==> src/strap_sync.sv <==
/*
  Shared constants for the memory-port strap latch, and the pin
  synchroniser that the latch instantiates.
  Assumes a single core clock at 25 MHz and an asynchronous,
  active-low chip reset; every pin input arrives unsynchronised.
*/
package strap_latch_pkg;

  // Core clock period and serial clock period, in ns
  localparam int unsigned CLK_PERIOD_NS = 40;
  localparam int unsigned SK_PERIOD_NS  = 320;
  // Half a serial clock period in core cycles (exact division)
  localparam int unsigned SK_HALF_CYC   = SK_PERIOD_NS / (2 * CLK_PERIOD_NS);
  // Phase counter width and its last values
  localparam int unsigned PH_W          = 4;
  localparam logic [PH_W-1:0] PH_RISE   = PH_W'(SK_HALF_CYC - 1);
  localparam logic [PH_W-1:0] PH_LAST   = PH_W'(2 * SK_HALF_CYC - 1);

  // Cycles after release before the straps are trusted: sync depth plus margin
  localparam logic [2:0] STRAP_WAIT     = 3'h3;

  // Transfer word and bit-count widths
  localparam int unsigned WORD_W        = 32;
  localparam int unsigned LEN_W         = 6;
  localparam logic [LEN_W-1:0] LEN_MAX  = 6'h20;

  // Synchroniser lanes and their reset levels (pull-downs, pull-up on return)
  localparam int unsigned SYNC_W        = 3;
  localparam int unsigned LANE_CLK      = 0;
  localparam int unsigned LANE_SEND     = 1;
  localparam int unsigned LANE_RET      = 2;
  localparam logic [SYNC_W-1:0] SYNC_RST = 3'h4;

  // Latch states
  typedef enum logic [1:0] {ST_SAMPLE, ST_IDLE, ST_SHIFT, ST_TAIL} latch_state_e;

endpackage

// Two-flop synchroniser for the pin inputs
module pin_sync (
  // Clock and reset
  input  wire logic                             ref_clk_in,
  input  wire logic                             arst_n_in,
  // Raw pins and synchronised levels
  input  wire logic [strap_latch_pkg::SYNC_W-1:0] pins_in,
  output logic      [strap_latch_pkg::SYNC_W-1:0] pins_out
);

  // Both stages in one state word
  typedef struct packed {
    logic [strap_latch_pkg::SYNC_W-1:0] s1;  // Metastable stage, read by s2 only
    logic [strap_latch_pkg::SYNC_W-1:0] s2;  // Settled stage
  } sync_s;

  sync_s state_reg;
  sync_s state_next;

  // Shift the pins through both stages
  always_comb begin
    state_next    = state_reg;
    state_next.s1 = pins_in;
    state_next.s2 = state_reg.s1;
  end

  // Reset to the pins' idle pull levels
  always_ff @(posedge ref_clk_in or negedge arst_n_in) begin
    if (!arst_n_in) begin
      state_reg <= {strap_latch_pkg::SYNC_RST, strap_latch_pkg::SYNC_RST};
    end else begin
      state_reg <= state_next;
    end
  end

  assign pins_out = state_reg.s2;

endmodule

==> src/mem_port_strap_latch.sv <==
/*
  Serial memory port with reset-time strap capture: keeps the select,
  clock and send pins released during reset, latches two straps after
  release, then runs bit transfers requested on the user port.
  Assumes the pad ring resolves each pin from its output enable, and that
  the attached memory or master respects the idle select gap.
*/
module mem_port_strap_latch (
  // Clock and reset
  input  wire logic                                ref_clk_in,
  input  wire logic                                arst_n_in,
  // Memory pins
  output logic                                     mem_select_out,
  output logic                                     mem_select_oe_out,
  input  wire logic                                mem_serial_clock_in,
  output logic                                     mem_serial_clock_out,
  output logic                                     mem_serial_clock_oe_out,
  input  wire logic                                mem_serial_send_in,
  output logic                                     mem_serial_send_out,
  output logic                                     mem_serial_send_oe_out,
  input  wire logic                                mem_serial_return_in,
  // Latched straps
  output logic                                     crossover_strap_out,
  output logic                                     led_colour_strap_out,
  // Transfer request
  input  wire logic                                xfer_start_in,
  input  wire logic [strap_latch_pkg::LEN_W-1:0]   xfer_len_in,
  input  wire logic [strap_latch_pkg::WORD_W-1:0]  xfer_data_in,
  // Transfer answer
  output logic                                     xfer_ready_out,
  output logic                                     xfer_done_out,
  output logic      [strap_latch_pkg::WORD_W-1:0]  xfer_rdata_out
);

  // Whole block state
  typedef struct packed {
    strap_latch_pkg::latch_state_e       st;       // Sequencer state
    logic [2:0]                          wait_cnt; // Strap settle count
    logic                                xover;    // Crossover strap
    logic                                led;      // LED colour strap
    logic                                drive;    // Pin drivers enabled
    logic                                sel;      // Select level
    logic                                sk;       // Serial clock level
    logic                                send;     // Send data level
    logic [strap_latch_pkg::PH_W-1:0]    phase;    // Position in clock period
    logic [strap_latch_pkg::LEN_W-1:0]   bits;     // Bits left
    logic [strap_latch_pkg::WORD_W-1:0]  tx;       // Outgoing bits, MSB first
    logic [strap_latch_pkg::WORD_W-1:0]  rx;       // Incoming bits
    logic                                ready;    // Idle and accepting
    logic                                done;     // Transfer end pulse
    logic [strap_latch_pkg::WORD_W-1:0]  rdata;    // Last word received
  } latch_s;

  latch_s state_reg;
  latch_s state_next;

  // Synchronised pin levels
  logic [strap_latch_pkg::SYNC_W-1:0] pins_sync;
  logic                               clk_pin_s;
  logic                               send_pin_s;
  logic                               ret_pin_s;

  // Every pin input crosses two flops before use
  pin_sync u_sync (
    .ref_clk_in (ref_clk_in),
    .arst_n_in  (arst_n_in),
    .pins_in    ({mem_serial_return_in, mem_serial_send_in, mem_serial_clock_in}),
    .pins_out   (pins_sync)
  );

  assign clk_pin_s  = pins_sync[strap_latch_pkg::LANE_CLK];
  assign send_pin_s = pins_sync[strap_latch_pkg::LANE_SEND];
  assign ret_pin_s  = pins_sync[strap_latch_pkg::LANE_RET];

  // A length is usable when between one bit and a full word
  function automatic logic len_ok(input logic [strap_latch_pkg::LEN_W-1:0] len);
    len_ok = (len != '0) && (len <= strap_latch_pkg::LEN_MAX);
  endfunction

  // Next-state logic
  always_comb begin
    state_next      = state_reg;
    state_next.done = 1'b0;
    unique case (state_reg.st)
      // Pins released; wait for the straps to settle through the syncs
      strap_latch_pkg::ST_SAMPLE: begin
        if (state_reg.wait_cnt == '0) begin
          state_next.xover = clk_pin_s;
          state_next.led   = send_pin_s;
          state_next.drive = 1'b1;
          state_next.ready = 1'b1;
          state_next.st    = strap_latch_pkg::ST_IDLE;
        end else begin
          state_next.wait_cnt = state_reg.wait_cnt - 3'h1;
        end
      end
      // Memory deselected, clock low; wait for a request
      strap_latch_pkg::ST_IDLE: begin
        state_next.sel = 1'b0;
        state_next.sk  = 1'b0;
        if (xfer_start_in && len_ok(xfer_len_in)) begin
          state_next.sel   = 1'b1;
          state_next.tx    = xfer_data_in;
          state_next.send  = xfer_data_in[strap_latch_pkg::WORD_W-1];
          state_next.bits  = xfer_len_in;
          state_next.rx    = '0;
          state_next.phase = '0;
          state_next.ready = 1'b0;
          state_next.st    = strap_latch_pkg::ST_SHIFT;
        end
      end
      // One bit per serial clock period; data set while clock is low
      strap_latch_pkg::ST_SHIFT: begin
        state_next.phase = state_reg.phase + 4'h1;
        if (state_reg.phase == strap_latch_pkg::PH_RISE) begin
          // Rising edge: memory takes our bit, we take its bit
          state_next.sk = 1'b1;
          state_next.rx = {state_reg.rx[strap_latch_pkg::WORD_W-2:0], ret_pin_s};
        end else if (state_reg.phase == strap_latch_pkg::PH_LAST) begin
          state_next.sk    = 1'b0;
          state_next.phase = '0;
          state_next.tx    = {state_reg.tx[strap_latch_pkg::WORD_W-2:0], 1'b0};
          state_next.send  = state_reg.tx[strap_latch_pkg::WORD_W-2];
          state_next.bits  = state_reg.bits - 6'h01;
          if (state_reg.bits == 6'h01) begin
            state_next.sel = 1'b0;
            state_next.st  = strap_latch_pkg::ST_TAIL;
          end
        end
      end
      // One full clock period with select low, so words stay apart
      strap_latch_pkg::ST_TAIL: begin
        state_next.phase = state_reg.phase + 4'h1;
        if (state_reg.phase == strap_latch_pkg::PH_LAST) begin
          state_next.phase = '0;
          state_next.done  = 1'b1;
          state_next.rdata = state_reg.rx;
          state_next.ready = 1'b1;
          state_next.st    = strap_latch_pkg::ST_IDLE;
        end
      end
    endcase
  end

  // Register the state; reset leaves every driver off
  always_ff @(posedge ref_clk_in or negedge arst_n_in) begin
    if (!arst_n_in) begin
      state_reg          <= '0;
      state_reg.st       <= strap_latch_pkg::ST_SAMPLE;
      state_reg.wait_cnt <= strap_latch_pkg::STRAP_WAIT;
    end else begin
      state_reg <= state_next;
    end
  end

  // Outputs straight from state flops
  assign mem_select_out          = state_reg.sel;
  assign mem_select_oe_out       = state_reg.drive;
  assign mem_serial_clock_out    = state_reg.sk;
  assign mem_serial_clock_oe_out = state_reg.drive;
  assign mem_serial_send_out     = state_reg.send;
  assign mem_serial_send_oe_out  = state_reg.drive;
  assign crossover_strap_out     = state_reg.xover;
  assign led_colour_strap_out    = state_reg.led;
  assign xfer_ready_out          = state_reg.ready;
  assign xfer_done_out           = state_reg.done;
  assign xfer_rdata_out          = state_reg.rdata;
endmodule

==> config.mk <==
export PLATFORM = sky130hd
export DESIGN_NAME = mem_port_strap_latch
export DESIGN_NICKNAME = d
export VERILOG_FILES = /design/src/strap_sync.sv /design/src/mem_port_strap_latch.sv
export SDC_FILE = /design/constraint.sdc
export NUM_CORES = 1
export LEC_CHECK = 0
export BUFFER_PORTS_ARGS = -buffer_cell sky130_fd_sc_hd__buf_4
export CAP_MARGIN = 0
export CORE_MARGIN = 5
export CORE_UTILIZATION = 61
export CTS_CLUSTER_SIZE = 30
export DETAILED_ROUTE_END_ITERATION = 12
export PLACE_DENSITY = 0.85
export SKIP_CTS_REPAIR_TIMING = 1
export SLEW_MARGIN = 20
export SYNTH_ARGS = -nofsm -noshare
export SYNTH_HDL_FRONTEND = slang
export SYNTH_HIERARCHICAL = 1
export SYNTH_SLANG_ARGS = --single-unit
==> constraint.sdc <==
create_clock -name ref_clk_in -period 3 [get_ports ref_clk_in]
set_clock_uncertainty 0.15 [all_clocks]
set_input_delay 0.3 -clock ref_clk_in [delete_from_list [all_inputs] [get_ports ref_clk_in]]
set_output_delay 0.3 -clock ref_clk_in [all_outputs]
set_load 0.03 [all_outputs]
==> results.toml, run 1 <==
[timing]
max_freq_mhz = 380
hold_violations = 0
fin_ws_ps = 367
finalMaxSlewViolations = 0
final.setup.tns_ps = 0
slew_headroom_pct = 48.7
setup_viol = 0
hold_ws_ps = 2.27
tightest_slew_ps = 766
rsz0062_at_grt = "false"
period_minus_slack_ps = 2630
fin_crit_sh_pct = 87.8

[floorplanning]
pin_count = 86
die_area_um2 = 11300
start_util_pct = 62.0
die_w_um = 106
die_h_um = 106
rows = 35
core_area_um2 = 9150

[global_route]
grt_pass1_wl_um = 19100
grt_usage_pct = 21.1
overflow = 0
grt_max_degree = 69
grt_pass1_vias = 4009
antenna_found_initial = 0

[clocking]
clk_latency_ps = 510
htree_levels = 4
cts.clk_slew.worst_paths_ps = 60
root_buffer = "clkbuf_8"
clk_path_buf_depth = 2
clkSinkCount = 124
cts_tree = "done"
cts_made_buffers = 17

[worst_setup_path]
cp-end-kind = "register"
r2r_start = "state_reg[118]"
path_class = "register to register"
startpoint = "state_reg[118]"
cp_max_fo = 47
crit_family = "simple AND/OR/NAND/NOR gates"
crit_chain = "inv_1 > ha_1 > nor2b_1 > o22ai_4 > buf_4 > nand2_1 > o21ai_0"
required_ps = 3210
critPathBufInv = 2
crit_slowest_cell = "nor2b_1"
cp_data_arrival_time_ps = 2840
cp-start-kind = "register"
cpPeakStageDelay_ps = 560

[synthesis]
synth_area_um2 = 5680
yosysTopAreaCellShare_pct = 52.9
yosysWarnings = 6
synth_edf_count = 0
synth.most_common_cell = "dfrtp_1"
yosysTopAreaCell = "dfrtp_1"
netlist_instances = 560
synth_ff_type = "dfrtp_1"
ys_ff_latch = 124
synth_nets = 616
async_flop_share_pct = 100
synth_common_cells = "dfrtp_1, nand2_1, o21ai_0"
ys_types = 45
yosysSeqAreaShare_pct = 54.7
avgSynthCellArea_um2 = 10.1
yosys-top-cells-area = "dfrtp_1, nand2_1, mux2_2"

[route]
drt_iter0_drc = 277
drc = 0
drt_pass1_iterations = 5
antenna_left = 0
route.detailed.wl_per_inst_um = 16.1
routed_wl_um = 12400
vias = 4327
avgViaCountPerCell = 5.63

[cells_and_area]
final_core_util_pct = 77.2
fin_area_um2 = 7070
largest_register_ffs = 78
diodes = 0
drive_gt1_share_pct = 26.0
nets = 702
area_delta_synth_final_pct = 24.5
fin_cells = 769

[status]
outcome = "complete, no violations"

[placement]
gp_congestion = 0.877
dp_hpwl_um = 7410
placed_area_um2 = 6150
dpl_worst_slack_ps = 426
io_buffers = 85
dpl.cell_count = 698

[power_and_ir_drop]
total_power_mw = 5.49
p_per_area_nw_per_um2 = 776
peakVddDrop_uv = 682
power_leakage_nw = 3.44

[min_path]
holdCritStartpoint = "xfer_len_in[5]"
hp-class = "input port to register"

[job]
drv_cap = 0
cells by family after synthesis:
family,count (synthesis),synth area share (%)
multiplexers,37,7.36
AND/OR/NAND/NOR,177,14.6
XOR/XNOR,2,0.309
buffers and inverters,76,7.65
adder cells (fa/ha/maj),12,2.64
flip-flops,124,54.7
AO/OA/AOI/OAI,132,12.7
placed cells by master, fill, tap and decap left out, types with 3 or more instances in the layout:
cell,count
inv_1,9
dfrtp_1,120
nor2_1,12
dfstp_2,4
o21ai_0,78
a21oi_1,35
clkbuf_16,16
nand2_1,108
buf_4,93
nand2b_1,3
o31ai_1,4
clkinvlp_4,3
dlygate4sd3_1,40
and3_1,31
mux2_2,35
nor3_1,3
nand3b_1,3
clkinv_2,5
or3_1,3
ha_1,11
clkinv_4,5
per-layer routing:
metal  track usage [%]  vias to the layer above  share of wire, %
met4              7.67                        0               1.7
met3              5.59                       19               5.1
met5                 0                        -                 0
li1                  -                     2064                 -
met2              34.7                      142                52
met1              27.1                     2102                41
worst min-delay path, stage by stage:
cell and delay, ps:
buf_4 120, a21oi_1 70, o21ai_0 130
path summary, 6_finish.rpt:
check | to | slack [ps] | cells past startpoint
max reg2reg | state_reg[84] | 370 | 7
min | state_reg[103] | 2 | 3
max in group asynchronous | u_sync/state_next[2] | 1650 | 3
max | state_reg[84] | 370 | 7
min in group asynchronous | xfer_rdata_out[23] | 240 | 2
min reg2reg | u_sync/pins_out[1] | 210 | 0
area by class of cell:
type | count | area (um^2)
fill | 567 | 2090
multi-input combinational | 360 | 2150
clock inverter | 14 | 100
clock buffer | 17 | 414
sequential | 124 | 3110
inverter | 9 | 33.8
tap | 111 | 139
timing repair buffer | 134 | 1120
report_power, final:
group / leakage (nW) / switching [mW] / internal, mW
Combinational: 1.56 / 1.01 / 0.545
Clock: 0.249 / 0.739 / 1.01
Sequential: 1.64 / 0.201 / 1.99
(Power assumes the default switching activity.)
==> run 2, diff against run 1 <==
GPL_TIMING_DRIVEN = 0   (was not set)
==> results.toml, run 2 (synthesis results as in run 1) <==
[route]
antenna_left = 0
avgViaCountPerCell = 5.73
drt_pass1_iterations = 7
routed_wl_um = 13600
route.detailed.wl_per_inst_um = 16.5
drt_iter0_drc = 467
drc = 0
vias = 4724

[worst_setup_path]
startpoint = "state_reg[117]"
cp_max_fo = 10
cp-endpoint = "state_reg[76]"
cp_data_arrival_time_ps = 2750
reg2reg_depth = 8
rr_endpoint = "state_reg[76]"
required_ps = 3240
r2r_start = "state_reg[117]"
ff2ff_setup_slack_ps = 490
cp-start-kind = "register"
cp-end-kind = "register"
path_class = "register to register"

[cells_and_area]
drive_gt1_share_pct = 29.8
largest_register_ffs = 78
multiInputGateArea_um2 = 2130
diodes = 0
area_delta_synth_final_pct = 31.2
final_cell_mix = "dfrtp_1, buf_4, nand2_1, o21ai_0, dlygate4sd3_1"
nets = 758
seqCellArea_um2 = 3110
fillCellCount = 506
final_common_cell = "dfrtp_1"

[floorplanning]
die_area_um2 = 11300
core_area_um2 = 9150
start_util_pct = 62.0
rows = 35
die_h_um = 106
die_w_um = 106
pin_count = 86

[min_path]
hp-class = "input port to register"

[global_route]
grt_usage_pct = 23.5
grt_pass1_wl_um = 21400
overflow = 0
grt_pass1_vias = 4521
grt_max_degree = 73
antenna_found_initial = 0

[timing]
fin_ws_ps = 492
hold_ws_ps = -34.1
fin_crit_sh_pct = 83.6
setup_viol = 0
period_minus_slack_ps = 2510
hold_violations = 5
finalMaxSlewViolations = 0
rsz0062_at_grt = "false"
tightest_slew_ps = 502
slew_headroom_pct = 66.6
max_freq_mhz = 399
final.setup.tns_ps = 0

[clocking]
clk_path_buf_depth = 2
cts_made_buffers = 17
clkSinkCount = 124
cts.clk_slew.worst_paths_ps = 60
htree_levels = 4
cts_tree = "done"
root_buffer = "clkbuf_8"
clk_latency_ps = 520

[placement]
dpl_worst_slack_ps = 636
gp_congestion = 0.820
dp_hpwl_um = 8340
io_buffers = 85

[status]
outcome = "finished with violations"
violations = "negative hold slack"

[power_and_ir_drop]
power_leakage_nw = 3.69
peakVddDrop_uv = 562
p_per_area_nw_per_um2 = 796

[job]
drv_cap = 0
==> run 2: cell count changes in the layout (fill, tap and decap cells not counted), moves of 3 or more <==
cell	delta
dlygate4sd3_1	-3
bufinv_16	+3
buf_4	+25
clkbuf_1	+16
clkinv_2	-3
buf_2	+15
clkinv_4	-4
==> run 2: through the flow <==
stage / hold WS, ps / cell area [um^2] / power [mW] / util (%) / instances
3_3_place_gp: 184 / 6450 / 3.66 / 70.5 / 756
5_1_grt: -12.7 / 7450 / 6.24 / 81.4 / 825
3_5_place_dp: 130 / 6480 / 3.77 / 70.9 / 757
4_1_cts: -410 / 7080 / 5.83 / 77.3 / 788
6_report: -34.1 / 7450 / 5.93 / 81.4 / 825
2_1_floorplan: -146 / 5680 / 3.25 / - / 560
==> run 2: metal layers <==
| metal | global-route usage (%) | part of all wire, % | vias to the layer above |
|---|---|---|---|
| li1 | - | - | 2175 |
| met1 | 30.8 | 40 | 2307 |
| met2 | 39.6 | 52 | 210 |
| met3 | 4.68 | 6.1 | 32 |
| met4 | 7.76 | 1.9 | 0 |
| met5 | 0 | 0 | - |
==> run 2: worst min-delay path by stage <==
stage / cells past startpoint / start / slack, ps / end
3_5_place_dp: 1 / arst_n_in / 130 / xfer_rdata_out[23]
5_1_grt: 3 / xfer_data_in[21] / -10 / state_reg[87]
3_3_place_gp: 0 / u_sync/state_next[1] / 180 / u_sync/pins_out[1]
4_1_cts: 1 / arst_n_in / -410 / xfer_rdata_out[23]
6_report: 3 / xfer_data_in[21] / -30 / state_reg[87]
2_1_floorplan: 0 / arst_n_in / -150 / crossover_strap_out
==> run 2: power by group <==
group | internal (mW) | switching [mW] | total (mW)
sequential | 1.98 | 0.204 | 2.19
clock | 1.29 | 0.777 | 2.07
combinational | 0.574 | 1.10 | 1.67
==> run 2: cell type report <==
cell class	count	area share (%)
plain buffers	67	5.38
clock buffers	18	5.74
clock inverters	13	2.22
inverters	9	0.454
multi-input cells	360	28.7
flip-flops and latches	124	41.7
well taps	111	1.86
repair buffers	123	14.0
==> run 2: critical path, cell delays in order (launching register included) <==
cell and delay (ps):
dfrtp_1 400, inv_1 120, ha_1 210, buf_2 180
inv_1 120, clkbuf_1 350, clkbuf_1 400, a21oi_1 140
o21ai_0 320
